**src/core/ann_pkg.sv**
```systemverilog
// Constants and register map of the eight-channel alarm annunciator
// Contract
// - Eight alarm channels, each set to fault on an opening or on a closing contact.
// - Each indication output follows its polarity-qualified input in real time.
// - One setting inverts all indication outputs.
// - A new fault blinks its channel light and raises the group relay and the alarm output.
// - An alarm stays latched after its fault goes away.
// - Only an acknowledge from the reset button or reset input clears a latched alarm; the code also clears it when the control acknowledge bit is written.
// - Acknowledge drops the group alarm and turns blinking lights steady until the input is normal.
// - Per-channel state lets new alarms blink while acknowledged, still-present ones stay lit.
// - A selectable input delay is the time a fault must persist before it raises an alarm.
// - A selectable delay separates alarm detection from the alarm output.
// - Input and output delays are common to all channels.
// - The delay settings cover 0.5 to 8 s for input and 0 to 15.5 s for output.
// - A test function exercises the indications and the alarm.
// - External test and reset inputs act like the local buttons so units can be grouped.
// - The group relay drive is energised in normal state and released during an alarm.
package ann_pkg;

  localparam int ANN_CH = 8;

  // Time base
  localparam int ANN_CLK_NS = 100;
  localparam int ANN_STEP_NS = 500000000; // Delay step and blink half period, 0.5 s
  localparam int ANN_STEP_CYC = ANN_STEP_NS / ANN_CLK_NS;

  // Register byte offsets
  localparam logic [7:0] ANN_OFF_CTRL = 8'h00;
  localparam logic [7:0] ANN_OFF_POL = 8'h04;
  localparam logic [7:0] ANN_OFF_DLY = 8'h08;
  localparam logic [7:0] ANN_OFF_STAT = 8'h0C;
  localparam logic [7:0] ANN_OFF_ISTAT = 8'h10;
  localparam logic [7:0] ANN_OFF_IMASK = 8'h14;

  // Control fields
  localparam int ANN_CTRL_INV = 0;
  localparam int ANN_CTRL_TIND = 1;
  localparam int ANN_CTRL_TEST = 2;
  localparam int ANN_CTRL_ACK = 3;

  // Delay fields: input delay is (field+1) steps, output delay is field steps
  localparam int ANN_DLY_IN_LSB = 0;
  localparam int ANN_DLY_OUT_LSB = 8;

  // Reset values
  localparam logic [2:0] ANN_CTRL_RST = 3'h0;
  localparam logic [7:0] ANN_POL_RST = 8'h00;
  localparam logic [3:0] ANN_IDLY_RST = 4'h1;
  localparam logic [4:0] ANN_ODLY_RST = 5'h00;
  localparam logic [7:0] ANN_IMASK_RST = 8'h00;

  localparam logic [1:0] ANN_RESP_OK = 2'h0;
  localparam logic [1:0] ANN_RESP_ERR = 2'h2;

endpackage

```
**src/core/ann_sync.sv**
```systemverilog
// Two-stage synchroniser for pins entering the clock domain
`timescale 1ns/1ps
module ann_sync
  import ann_pkg::*;
#(
  parameter int W = 12
)
(
  input wire logic aclk,
  input wire logic aresetn,
  input wire logic [W-1:0] d,
  output logic [W-1:0] q
);

  logic [W-1:0] meta_reg;

  // First stage feeds only the second stage
  always_ff @(posedge aclk)
  begin
    if (!aresetn)
    begin
      meta_reg <= '0;
      q <= '0;
    end
    else
    begin
      meta_reg <= d;
      q <= meta_reg;
    end
  end

endmodule

```
**src/core/ann_tick.sv**
```systemverilog
// Divider that gives a one-cycle enable pulse every DIV clocks
`timescale 1ns/1ps
module ann_tick
  import ann_pkg::*;
#(
  parameter int DIV = ANN_STEP_CYC
)
(
  input wire logic aclk,
  input wire logic aresetn,
  output logic tick
);

  localparam int W = (DIV > 1) ? $clog2(DIV) : 1;

  logic [W-1:0] cnt_reg;

  // Free-running count, pulse on wrap
  always_ff @(posedge aclk)
  begin
    if (!aresetn)
    begin
      cnt_reg <= '0;
      tick <= 1'h0;
    end
    else if (cnt_reg == W'(DIV - 1))
    begin
      cnt_reg <= '0;
      tick <= 1'h1;
    end
    else
    begin
      cnt_reg <= cnt_reg + W'(1);
      tick <= 1'h0;
    end
  end

endmodule

```
**src/core/ann_top.sv**
```systemverilog
// Alarm annunciator core with AXI4-Lite register access
//
// Chosen here: register access over AXI4-Lite and the placing of the registers.
`timescale 1ns/1ps
module ann_top
  import ann_pkg::*;
#(
  parameter int STEP_CYC = ANN_STEP_CYC
)
(
  input wire logic aclk,
  input wire logic aresetn,
  input wire logic [7:0] s_axi_awaddr,
  input wire logic s_axi_awvalid,
  output logic s_axi_awready,
  input wire logic [31:0] s_axi_wdata,
  input wire logic [3:0] s_axi_wstrb,
  input wire logic s_axi_wvalid,
  output logic s_axi_wready,
  output logic [1:0] s_axi_bresp,
  output logic s_axi_bvalid,
  input wire logic s_axi_bready,
  input wire logic [7:0] s_axi_araddr,
  input wire logic s_axi_arvalid,
  output logic s_axi_arready,
  output logic [31:0] s_axi_rdata,
  output logic [1:0] s_axi_rresp,
  output logic s_axi_rvalid,
  input wire logic s_axi_rready,
  input wire logic [ANN_CH-1:0] fault_in,
  input wire logic test_btn,
  input wire logic ext_test,
  input wire logic ack_btn,
  input wire logic ext_ack,
  output logic [ANN_CH-1:0] ind_out,
  output logic [ANN_CH-1:0] lamp_out,
  output logic alarm_out,
  output logic relay_drive,
  output logic irq
);

  // ****************************************************************
  // Declarations
  // ****************************************************************
  logic [ANN_CH+3:0] pin_s;
  logic step;
  logic [7:0] aw_addr_reg;
  logic [31:0] w_data_reg;
  logic [3:0] w_strb_reg;
  logic wr_fire;
  logic [31:0] rd_data;
  logic rd_ok;
  logic wr_ok;
  logic [2:0] ctrl_reg;
  logic sw_ack_reg;
  logic [ANN_CH-1:0] pol_reg;
  logic [3:0] idly_reg;
  logic [4:0] odly_reg;
  logic [ANN_CH-1:0] istat_reg;
  logic [ANN_CH-1:0] imask_reg;
  logic [ANN_CH-1:0] flt;
  logic test_lvl;
  logic ack_lvl;
  logic ack_prev_reg;
  logic ack_pulse;
  logic [3:0] dcnt_reg [ANN_CH];
  logic [ANN_CH-1:0] qual_reg;
  logic [ANN_CH-1:0] unack_reg;
  logic [ANN_CH-1:0] lit_reg;
  logic [ANN_CH-1:0] rise_evt;
  logic group;
  logic [4:0] ocnt_reg;
  logic blink_reg;

  // ****************************************************************
  // Pins and time base
  // ****************************************************************
  ann_sync #(
    .W(ANN_CH + 4)
  ) u_sync (
    .aclk(aclk),
    .aresetn(aresetn),
    .d({ext_ack, ack_btn, ext_test, test_btn, fault_in}),
    .q(pin_s)
  );

  ann_tick #(
    .DIV(STEP_CYC)
  ) u_tick (
    .aclk(aclk),
    .aresetn(aresetn),
    .tick(step)
  );

  // ****************************************************************
  // AXI4-Lite slave
  // ****************************************************************
  // Address and data are caught apart, so either may come first
  assign wr_fire = !s_axi_awready && !s_axi_wready && !s_axi_bvalid;

  // Write channels and response
  always_ff @(posedge aclk)
  begin
    if (!aresetn)
    begin
      s_axi_awready <= 1'h1;
      s_axi_wready <= 1'h1;
      s_axi_bvalid <= 1'h0;
      s_axi_bresp <= ANN_RESP_OK;
      aw_addr_reg <= 8'h00;
      w_data_reg <= 32'h0000_0000;
      w_strb_reg <= 4'h0;
    end
    else
    begin
      if (s_axi_awvalid && s_axi_awready)
      begin
        s_axi_awready <= 1'h0;
        aw_addr_reg <= s_axi_awaddr;
      end
      if (s_axi_wvalid && s_axi_wready)
      begin
        s_axi_wready <= 1'h0;
        w_data_reg <= s_axi_wdata;
        w_strb_reg <= s_axi_wstrb;
      end
      if (wr_fire)
      begin
        s_axi_bvalid <= 1'h1;
        s_axi_bresp <= wr_ok ? ANN_RESP_OK : ANN_RESP_ERR;
        s_axi_awready <= 1'h1;
        s_axi_wready <= 1'h1;
      end
      else if (s_axi_bvalid && s_axi_bready)
        s_axi_bvalid <= 1'h0;
    end
  end

  // Address decode for writes; the status word is read only but not an error
  always_comb
  begin
    unique case (aw_addr_reg)
      ANN_OFF_CTRL, ANN_OFF_POL, ANN_OFF_DLY, ANN_OFF_STAT, ANN_OFF_ISTAT, ANN_OFF_IMASK: wr_ok = 1'h1;
      default: wr_ok = 1'h0;
    endcase
  end

  // Read mux, unmapped words read zero with an error
  always_comb
  begin
    rd_data = 32'h0000_0000;
    rd_ok = 1'h1;
    unique case (s_axi_araddr)
      ANN_OFF_CTRL: rd_data[2:0] = ctrl_reg;
      ANN_OFF_POL: rd_data[7:0] = pol_reg;
      ANN_OFF_DLY: rd_data = {19'h0, odly_reg, 4'h0, idly_reg};
      ANN_OFF_STAT: rd_data = {flt, 6'h00, alarm_out, group, lit_reg, unack_reg};
      ANN_OFF_ISTAT: rd_data[7:0] = istat_reg;
      ANN_OFF_IMASK: rd_data[7:0] = imask_reg;
      default: rd_ok = 1'h0;
    endcase
  end

  // Read channel, answer one cycle after the address is taken
  always_ff @(posedge aclk)
  begin
    if (!aresetn)
    begin
      s_axi_arready <= 1'h1;
      s_axi_rvalid <= 1'h0;
      s_axi_rdata <= 32'h0000_0000;
      s_axi_rresp <= ANN_RESP_OK;
    end
    else if (s_axi_arvalid && s_axi_arready)
    begin
      s_axi_arready <= 1'h0;
      s_axi_rvalid <= 1'h1;
      s_axi_rdata <= rd_data;
      s_axi_rresp <= rd_ok ? ANN_RESP_OK : ANN_RESP_ERR;
    end
    else if (s_axi_rvalid && s_axi_rready)
    begin
      s_axi_rvalid <= 1'h0;
      s_axi_arready <= 1'h1;
    end
  end

  // ****************************************************************
  // Configuration registers
  // ****************************************************************
  // Control and delay settings are shared by all channels, polarity and mask are per channel; acknowledge bit is a pulse
  always_ff @(posedge aclk)
  begin
    if (!aresetn)
    begin
      ctrl_reg <= ANN_CTRL_RST;
      sw_ack_reg <= 1'h0;
      pol_reg <= ANN_POL_RST;
      idly_reg <= ANN_IDLY_RST;
      odly_reg <= ANN_ODLY_RST;
      imask_reg <= ANN_IMASK_RST;
    end
    else
    begin
      sw_ack_reg <= wr_fire && aw_addr_reg == ANN_OFF_CTRL && w_strb_reg[0] && w_data_reg[ANN_CTRL_ACK];
      if (wr_fire && w_strb_reg[0])
      begin
        if (aw_addr_reg == ANN_OFF_CTRL)
          ctrl_reg <= w_data_reg[2:0];
        if (aw_addr_reg == ANN_OFF_POL)
          pol_reg <= w_data_reg[7:0];
        if (aw_addr_reg == ANN_OFF_DLY)
          idly_reg <= w_data_reg[ANN_DLY_IN_LSB +: 4];
        if (aw_addr_reg == ANN_OFF_IMASK)
          imask_reg <= w_data_reg[7:0];
      end
      if (wr_fire && w_strb_reg[1] && aw_addr_reg == ANN_OFF_DLY)
        odly_reg <= w_data_reg[ANN_DLY_OUT_LSB +: 5];
    end
  end

  // ****************************************************************
  // Input qualification
  // ****************************************************************
  // A set polarity bit makes a low (opening) input the fault
  assign flt = pin_s[ANN_CH-1:0] ^ pol_reg;
  // Buttons and the grouping inputs are ORed so parallel units act together
  assign test_lvl = pin_s[ANN_CH] | pin_s[ANN_CH+1] | ctrl_reg[ANN_CTRL_TEST];
  assign ack_lvl = pin_s[ANN_CH+2] | pin_s[ANN_CH+3];
  assign ack_pulse = (ack_lvl && !ack_prev_reg) || sw_ack_reg;

  always_ff @(posedge aclk)
  begin
    if (!aresetn)
      ack_prev_reg <= 1'h0;
    else
      ack_prev_reg <= ack_lvl;
  end

  // Persistence filter; step granularity makes the wait idly..idly+1 steps
  always_ff @(posedge aclk)
  begin
    if (!aresetn)
    begin
      qual_reg <= '0;
      for (int i = 0; i < ANN_CH; i++)
        dcnt_reg[i] <= 4'h0;
    end
    else
    begin
      for (int i = 0; i < ANN_CH; i++)
      begin
        if (!flt[i])
        begin
          dcnt_reg[i] <= 4'h0;
          qual_reg[i] <= 1'h0;
        end
        else if (step && !qual_reg[i])
        begin
          if (dcnt_reg[i] == idly_reg)
            qual_reg[i] <= 1'h1;
          else
            dcnt_reg[i] <= dcnt_reg[i] + 4'h1;
        end
      end
    end
  end

  // ****************************************************************
  // Alarm latches
  // ****************************************************************
  // A channel already blinking or lit raises nothing new
  assign rise_evt = qual_reg & ~unack_reg & ~lit_reg;

  // Latch survives fault removal; only acknowledge moves it to steady
  always_ff @(posedge aclk)
  begin
    if (!aresetn)
    begin
      unack_reg <= '0;
      lit_reg <= '0;
    end
    else
    begin
      unack_reg <= (unack_reg & ~{ANN_CH{ack_pulse}}) | rise_evt;
      lit_reg <= (lit_reg | (unack_reg & {ANN_CH{ack_pulse}})) & flt;
    end
  end

  // ****************************************************************
  // Group alarm and output delay
  // ****************************************************************
  // Test raises the group alarm unless it is set to indications only
  assign group = (|unack_reg) || (test_lvl && !ctrl_reg[ANN_CTRL_TIND]);

  // Output delay restarts whenever the group alarm drops
  always_ff @(posedge aclk)
  begin
    if (!aresetn)
      ocnt_reg <= 5'h00;
    else if (!group)
      ocnt_reg <= 5'h00;
    else if (step && ocnt_reg < odly_reg)
      ocnt_reg <= ocnt_reg + 5'h01;
  end

  // Relay is energised while healthy, so a dead supply also alarms
  always_ff @(posedge aclk)
  begin
    if (!aresetn)
    begin
      alarm_out <= 1'h0;
      relay_drive <= 1'h1;
    end
    else
    begin
      alarm_out <= group && ocnt_reg >= odly_reg;
      relay_drive <= !(group && ocnt_reg >= odly_reg);
    end
  end

  // ****************************************************************
  // Lamps and indications
  // ****************************************************************
  always_ff @(posedge aclk)
  begin
    if (!aresetn)
      blink_reg <= 1'h0;
    else if (step)
      blink_reg <= !blink_reg;
  end

  // Test forces every lamp on and every indication to its fault level (low when inverted) without touching the latches
  always_ff @(posedge aclk)
  begin
    if (!aresetn)
    begin
      ind_out <= '0;
      lamp_out <= '0;
    end
    else
    begin
      ind_out <= (flt | {ANN_CH{test_lvl}}) ^ {ANN_CH{ctrl_reg[ANN_CTRL_INV]}};
      lamp_out <= (unack_reg & {ANN_CH{blink_reg}}) | lit_reg | {ANN_CH{test_lvl}};
    end
  end

  // ****************************************************************
  // Interrupts
  // ****************************************************************
  // New alarm sets win over a same-cycle write-one clear
  always_ff @(posedge aclk)
  begin
    if (!aresetn)
    begin
      istat_reg <= '0;
      irq <= 1'h0;
    end
    else
    begin
      if (wr_fire && w_strb_reg[0] && aw_addr_reg == ANN_OFF_ISTAT)
        istat_reg <= (istat_reg & ~w_data_reg[7:0]) | rise_evt;
      else
        istat_reg <= istat_reg | rise_evt;
      irq <= |(istat_reg & imask_reg);
    end
  end
endmodule

```
**config.mk**
```make
export PLATFORM = sky130hd
export DESIGN_NAME = ann_top
export DESIGN_NICKNAME = d
export VERILOG_FILES = /design/src/core/ann_pkg.sv /design/src/core/ann_sync.sv /design/src/core/ann_tick.sv /design/src/core/ann_top.sv
export SDC_FILE = /design/constraint.sdc
export NUM_CORES = 1
export LEC_CHECK = 0
export BUFFER_PORTS_ARGS = -buffer_cell sky130_fd_sc_hd__buf_2
export CORE_MARGIN = 2
export CORE_UTILIZATION = 50
export DETAILED_ROUTE_END_ITERATION = 10
export PLACE_DENSITY = 0.83
export SETUP_SLACK_MARGIN = 0.4
export SLEW_MARGIN = 25
export SYNTH_ARGS = -nofsm -noshare
export SYNTH_HDL_FRONTEND = slang
export SYNTH_SLANG_ARGS = --single-unit
```
**constraint.sdc**
```tcl
create_clock -name aclk -period 2.65 [get_ports aclk]
set_clock_uncertainty 0.2 [all_clocks]
set_input_delay 0.53 -clock aclk [delete_from_list [all_inputs] [get_ports aclk]]
set_output_delay 0.53 -clock aclk [all_outputs]
set_load 0.005 [all_outputs]
```
### Word-level counts from Yosys, hierarchy flattened

Memory sizes are Yosys's and may differ from the RTL's.
Index checks and enable logic that the tools add are counted.

* multiplexer cells: 96
* bitwise gates (word level): 41
* reduce and logical (&&, ||, !) cells: 74
* add/subtract/negate cells: 10
* order comparisons: 2
* equal/unequal tests: 19

Operators by type and width (number)
* two-way mux 1 bit: 74
* bitwise AND 8 bit: 8
* two-way mux 4 bit: 16
* bitwise OR 8 bit: 7
* case mux 24 bit (2 select lines): 1
* AND reduction 2 bit: 21
* adder 4 x 1 -> 4 bit, second input constant: 8
* == test 4 bit: 8
* == test 8 x 4 -> 1 bit, second input constant: 4
* == test 8 x 5 -> 1 bit, second input constant: 4
* inverter 8 bit: 4
* logical AND 1 bit: 26
* case mux 5 bit (5 select lines): 1
* adder 23 x 1 -> 23 bit, second input constant: 1
* == test 23 bit, second input constant: 1
* bitwise OR 1 bit: 19
* case mux 3 bit (6 select lines): 1
* == test 8 x 3 -> 1 bit, second input constant: 2
* zero test 8 bit: 2
* OR reduction 8 bit: 2
* XOR 8 bit: 2
* zero test 1 bit: 15
* OR reduction 6 bit: 2
* two-way mux 8 bit: 1
* other kinds (8): 12

* memory bits (writable): 32
* logic and storage cells: 283
* input bits: 71
* memories kept: 1
* output and inout port bits: 60
* flip-flop bits (word level): 199

Memory list
* dcnt_reg: depth 8, bits a word 4, read ports 8, clocked after memory_dff 0, write ports 8, RTL line ann_top.sv:66 `logic [3:0] dcnt_reg [ANN_CH];`

### Longest topological paths before layout

Gate-level depths: netlist (run 1).

* word-level depth: 7
* gate-level depth with buffers: 7
* depth with buffers taken out: 6

### Modules after synthesis

A second synthesis (run 1) with hierarchy kept.

* cell total of the unflattened synthesis: 1008
* area, all modules: 9466.6 um2

By module, submodules not included
* ann_top: sequential area each 3823.7 um2, cells an instance 833, times used 1, area an instance 7701.1 um2
* ann_tick: sequential area each 480.5 um2, cells an instance 125, times used 1, area an instance 1089.8 um2
* ann_sync: sequential area each 480.5 um2, cells an instance 50, times used 1, area an instance 675.6 um2

### Worst setup path before layout (run 1)

No wires, ideal clock.

* kind: input to register
* start: in s_axi_araddr[5]
* end: reg s_axi_rdata[16]
* setup slack: 0.266 ns
* data required time: 2.382 ns
* library setup time: 0.068 ns
* arrival time: 2.116 ns
* buffers on the path: 3
* stages: 7
* cell sequence: or3_1 > clkbuf_2 > or4b_1 > buf_2 > or2_4 > buf_6 > o21ai_2

* cells in the longest elaborated chain, start to end: 2
* elaborated cells on any way between the ends: 3
* those cells by class: eq/ne (2); mux (1)

Ends and longest elaborated chain
* start, declared: RTL line ann_top.sv:23 `input wire logic [7:0] s_axi_araddr,`
* == test 8 x 4 -> 1 bit: RTL line ann_top.sv:153 `unique case (s_axi_araddr)`
* case mux 24 bit (2 select lines) *: RTL line ann_top.sv:153
* end signal, assigned: RTL line ann_top.sv:178 `s_axi_rdata <= rd_data;`
* end, declared: RTL line ann_top.sv:26 `output logic [31:0] s_axi_rdata,`

Mark *: on every way between the ends. The rest lies on a longest branch, timed or not.
A chain may end at the register's enable or synchronous reset.

### Worst setup path after layout (run 1)

* start: reg odly_reg[4]
* end: reg ocnt_reg[2]

* cells in the longest elaborated chain, start to end: 2

Ends and longest elaborated chain
* start, declared: RTL line ann_top.sv:58 `logic [4:0] odly_reg;`
* start signal, assigned: RTL line ann_top.sv:218 `odly_reg <= w_data_reg[ANN_DLY_OUT_LSB +: 5];`
* < comparator 5 bit: RTL line ann_top.sv:303 `else if (step && ocnt_reg < odly_reg)`
* logical AND 1 bit: RTL line ann_top.sv:303
* end signal, assigned: RTL line ann_top.sv:304 `ocnt_reg <= ocnt_reg + 5'h01;`
* end, declared: RTL line ann_top.sv:72 `logic [4:0] ocnt_reg;`

No other way between the ends.

==> results of run 1 <==
[power groups by stage]
stage / registers, mW / logic [mW] / clock network [mW]
floorplan: 3.62 / 0.231 / 0
global placement: 3.63 / 0.359 / 0
detailed placement: 3.64 / 0.367 / 0
CTS: 3.56 / 0.371 / 3.38
global route: 3.57 / 0.413 / 3.54
finish: 3.56 / 0.375 / 3.34
[critical path: stages (launching register included)]
cell	delay (ns)
dfxtp_1	0.43
inv_1	0.11
ha_1	0.34
a21oi_1	0.21
o21ai_2	0.15
or4_1	0.52
a21oi_1	0.16
[layout make-up]
cell class / count / area (µm²) / area share
Inverter: 22 / 82.6 / 0.00735
Tap cell: 234 / 293 / 0.0260
Sequential cell: 223 / 4790 / 0.426
Clock inverter: 9 / 77.6 / 0.00690
Multi-Input combinational cell: 721 / 4450 / 0.396
Clock buffer: 32 / 723 / 0.0643
Timing Repair Buffer: 140 / 833 / 0.0741
[routing by layer]
metal	part of all wire	wire, µm	GRT usage
met2	0.46	11400	0.393
met3	0.083	2030	0.0378
met4	0.039	964	0.103
met5	0	0	0
met1	0.41	10100	0.321
[stage by stage]
step	hold WS, ns	total power, mW	cell area (µm²)
global placement	0.217	3.99	10300
CTS	0.0183	7.31	11200
floorplan	0.212	3.85	9520
finish	0.0321	7.28	11200
detailed placement	0.220	4.00	10300
global route	0.0185	7.52	11200
[layout by cell type, fill, tap and decap left out, types with 11 or more instances in the layout]
master / netlist / routed
nor4_1: 18 / 18
edfxtp_1: 32 / 32
a21oi_1: 101 / 101
mux2i_1: 46 / 46
inv_1: 21 / 21
ha_1: 15 / 14
xnor2_1: 25 / 25
xor2_1: 50 / 49
or3_1: 13 / 13
dfxtp_1: 191 / 190
and2_1: 26 / 26
o21ai_0: 25 / 25
nand4_1: 11 / 11
nand2b_1: 14 / 12
clkbuf_16: 0 / 26
o21ai_2: 10 / 11
nor2_1: 102 / 102
nor3_1: 11 / 11
buf_4: 10 / 34
buf_2: 10 / 101
nand2_1: 112 / 111
nand3_1: 44 / 40
[kinds of logic after synthesis]
kind of cell | Yosys count
buffers and inverters | 81
other | 1
muxes | 47
xor gates and xnor gates | 75
AOI/OAI and AO/OA | 170
adders and majority gates | 15
DFF | 223
and+or+nand+nor | 406
[repair_timing]
item / 4_1_cts / 5_1_grt
buffers inserted: 0 / 2
pin swaps: 1 / 1
cloned: 0 / 0
resized for setup: 9 / 15
endpoints found under the setup margin: 34 / 41
[worst max path at each step]
stage | start | to | slack [ns]
2_1_floorplan | s_axi_araddr[5] | s_axi_rdata[16] | 0.27
3_3_place_gp | aresetn | s_axi_rdata[5] | 0.18
3_5_place_dp | s_axi_araddr[5] | s_axi_rdata[13] | 0.13
4_1_cts | u_tick.cnt_reg[6] | u_tick.cnt_reg[19] | 0.43
5_1_grt | odly_reg[4] | ocnt_reg[3] | 0.37
6_report | odly_reg[4] | ocnt_reg[2] | 0.45
==> results.cfg, run 1 <==
[setup_path]
required_ns = 2.88
critPathArrivalTime_ns = 2.43
rr_worst_depth = 6
worst-r2r-setup-slack_ns = 0.45
worst-setup-path-type = flop to flop
r2r_end = ocnt_reg[2]
critPathMaxFanout = 8
crit_path_start_kind = flop
regToRegStartpoint = odly_reg[4]
crit_path_end_kind = flop

[timing]
finalCritPeriodShare = 0.832
finalMaxSlewViolations = 0
finalHoldViolCount = 0
fin_ws_ns = 0.446
period_needed_ns = 2.20
setup_violations = 0
final.setup.tns_ns = 0
fmax_ghz = 0.454
grt_setup_unrepaired = no
slew_headroom = 0.503
tightest_slew_ns = 0.744

[clock_network]
cts_inserted_buffers = 23
root_buffer = clkbuf_16
cts_tree = yes
holdBufCountCts = 0
cts.path.max_buffers = 3
h-tree-depth = 1
clock_latency_ns = 0.51
cts_num_sinks = 223
cts.clk_slew.worst_paths_ns = 0.06

[power]
p_per_area_nw_per_um2 = 647
ir_drop_mv = 0.469
internal_power_mw = 5.66
pwr-share-seq = 0.490
leakagePower_nw = 4.70
switching_share = 0.222
comb_power_share = 0.052
p_switching_mw = 1.62
p_clk_frac = 0.459

[cells_and_area]
final_layout_size_suffix_gt1_frac = 0.191
largest_reg_flops = 32
fillers = 1574
nets = 1217
antenna_cells = 0
layout.cells.non_filler = 1381
syn_to_final_growth_pct = 18.5
fin_util = 0.603

[worst_hold_path]
holdPathEnd = u_sync.meta_reg[3]
min_path_cells = 2
min_from = fault_in[3]
worst_hold_path_type = input pin to flop

[floorplanning]
row_count = 50
die_height_um = 142
core_area_um2 = 18600
initial_core_util = 0.509
die_x_um = 142
io_pins = 131
die_area_um2 = 20100

[placement]
io_buffers = 101
dp_slack_ns = 0.131
gp_congestion = 0.975
placed_cells = 1338
dp_hpwl_mm = 17.3

[detailed_routing]
wl_mm = 24.5
ant_nets = 0
drt_first_iter_violations = 690
drt-pass1-iter-count = 5
dr_total_vias = 7789
vias_per_cell = 5.64
routedWlPerCell_um = 17.7
drcViolationCount = 0

[yosys]
yosysMostFrequentCell = dfxtp_1
synthSimpleGateAreaFrac = 0.213
synth_edf_count = 32
yosysUniqueCellTypes = 58
synth_compound_area_frac = 0.105
synth-xor-area-share = 0.0692
synth_top_area_cell = dfxtp_1
async_flop_share = 0
synthMuxAreaShare = 0.0497
ys.warnings.count = 0
synth_top_family_by_area = simple AND/OR/NAND/NOR gates
ys_ff_latch = 223
synth_fa_ha_area_frac = 0.0198
netlist.area_leader.share = 0.403
synth_cells = 1018
synthTopCellsByCount = 191 x dfxtp_1, 112 x nand2_1, 102 x nor2_1
ys.flop_type = dfxtp_1
synthTopCellsByArea = dfxtp_1 40%, edfxtp_1 10%, a21oi_1 5.3%, mux2i_1 4.9%, xor2_1 4.6%
synth_area_per_cell_um2 = 9.32
syn_area_um2 = 9490
ys_seq_area_frac = 0.504

[grt]
grt_start_max_net_pins = 70
grt_util_all_layers = 0.242
grt_pass1_wl_mm = 38.4
grt_pass1_vias = 7327
grt_remaining_overflow = 0
antenna_found_initial = 0

[flow_run]
cap_viol_max_count = 0

[run_status]
status = completed
No activity file was read; power rests on OpenSTA's default activity.
==> inputs of run 2 (changes only) <==
--- a/config.mk
+++ b/config.mk
@@ -9,7 +9,7 @@
 export CORE_MARGIN = 2
 export CORE_UTILIZATION = 50
 export DETAILED_ROUTE_END_ITERATION = 10
-export PLACE_DENSITY = 0.83
+export PLACE_DENSITY = 0.86
 export SETUP_SLACK_MARGIN = 0.4
 export SLEW_MARGIN = 25
 export SYNTH_ARGS = -nofsm -noshare
==> constraint.sdc (replaced) <==
create_clock -name aclk -period 2 [get_ports aclk]
set_clock_uncertainty 0.2 [all_clocks]
set_input_delay 0.4 -clock aclk [delete_from_list [all_inputs] [get_ports aclk]]
set_output_delay 0.4 -clock aclk [all_outputs]
set_load 0.005 [all_outputs]
==> results.cfg, run 2 (synthesized netlist as in run 1, its figures left out) <==
[run_status]
status = complete, but fails checks
violations = setup timing

[timing]
finalHoldViolCount = 0
fin_ws_ns = -0.0580
finalMaxSlewViolations = 0
tightest_slew_ns = 0.670
fmax_ghz = 0.486
period_needed_ns = 2.06
grt_setup_unrepaired = yes
hold_ws_ns = 0.0384
slew_headroom = 0.552
final.setup.tns_ns = -0.510
setup_violations = 19
finalCritPeriodShare = 1.03

[clock_network]
root_buffer = clkbuf_16
cts_tree = yes
h-tree-depth = 1
cts_num_sinks = 223
cts.path.max_buffers = 3
cts_inserted_buffers = 24
clock_latency_ns = 0.55
cts.clk_slew.worst_paths_ns = 0.06

[setup_path]
cp_slowest_cell = or4_4
crit_path_start = dcnt_reg[0][13]
critPathBufInv = 0
critPathArrivalTime_ns = 2.11
critPathMaxFanout = 5
crit_path_start_kind = flop
required_ns = 2.06
path_cells = xor2_4, nor4_4, or4_4, nand2b_4
worst-setup-path-type = flop to flop
crit_path_end_kind = flop
slowest_delay_ns = 0.58
regToRegStartpoint = dcnt_reg[0][13]
critPathTopFamily = simple AND/OR/NAND/NOR gates

[detailed_routing]
dr_total_vias = 9364
routedWlPerCell_um = 23.5
drcViolationCount = 0
drt-pass1-iter-count = 8
vias_per_cell = 6.23
ant_nets = 0
wl_mm = 35.4
drt_first_iter_violations = 1048

[placement]
dp_slack_ns = -0.328
placed_area_um2 = 11000
placed_cells = 1372
gp_congestion = 0.974
dp_hpwl_mm = 18.7
io_buffers = 101

[floorplanning]
die_x_um = 142
initial_core_util = 0.509
die_area_um2 = 20100
io_pins = 131
die_height_um = 142
row_count = 50
core_area_um2 = 18600

[grt]
grt_remaining_overflow = 0
grt_pass1_wl_mm = 46.3
antenna_found_initial = 1
grt_util_all_layers = 0.293
grt_start_max_net_pins = 57
grt_pass1_vias = 8791

[cells_and_area]
syn_to_final_growth_pct = 47.7
fin_util = 0.752
largest_reg_flops = 32
final_common_cell = dfxtp_1
final_layout_size_suffix_gt1_frac = 0.398
final_area_um2 = 14000
nets = 1336
layout.cells.non_filler = 1504
final_cell_mix = 129 x dfxtp_1, 103 x nand2_1, 83 x buf_2
fillers = 994

[power]
ir_drop_mv = 0.720
p_per_area_nw_per_um2 = 743
power_mw = 10.4
leakagePower_nw = 5.57

[flow_run]
cap_viol_max_count = 0

[worst_hold_path]
worst_hold_path_type = input pin to flop
min_from = s_axi_awvalid
==> run 2: cell count changes in the layout (fill, tap and decap cells not counted), sizes merged, moves of 2 or more <==
cell and delta:
buf +78, dlygate4sd3 +38, clkbuf +4, clkinv -3
diode +2, inv +2
==> run 2: power breakdown <==
part | internal, mW | switching [mW] | leakage (nW)
registers | 4.63 | 0.111 | 1.97
logic | 0.350 | 0.424 | 3.18
clock network | 2.93 | 1.97 | 0.427
total | 7.91 | 2.51 | 5.57
==> run 2: final timing paths <==
path                                         to  slack, ns  depth (start not counted)
worst max-delay path            dcnt_reg[0][13]      -0.06                          4
worst min-delay path             aw_addr_reg[6]       0.04                          3
worst max register to register  dcnt_reg[0][13]      -0.06                          4
worst min register to register      u_sync.q[1]       0.24                          1
==> run 2: worst min-delay path, cell delays in order <==
cell and delay (ns):
buf_2 0.16, nand3_1 0.10, a21oi_1 0.06
==> run 2: layout make-up <==
type	instances	area [µm²]	share of cell area
repair buffers	257	2120	0.151
well taps	234	293	0.0209
flip-flops and latches	223	4900	0.350
multi-input cells	722	5730	0.409
diodes	2	5.00	0.000357
inverters	22	82.6	0.00589
clock buffers	35	766	0.0546
clock inverters	9	116	0.00830
==> run 2: timing repair <==
item / 4_1_cts / 5_1_grt
pin swaps: 29 / 37
hold buffers: 38 / 0
buffers inserted: 21 / 25
gates resized for setup: 81 / 208
gates cloned: 1 / 1
setup endpoints to repair: 175 / 214
hold endpoints to repair: 39 / 0
==> run 2: per-layer routing <==
| layer | wire, µm | global-route usage |
|---|---|---|
| met1 | 12700 | 0.356 |
| met3 | 3100 | 0.0493 |
| met4 | 2250 | 0.125 |
| met2 | 17400 | 0.514 |
| met5 | 0 | 0 |
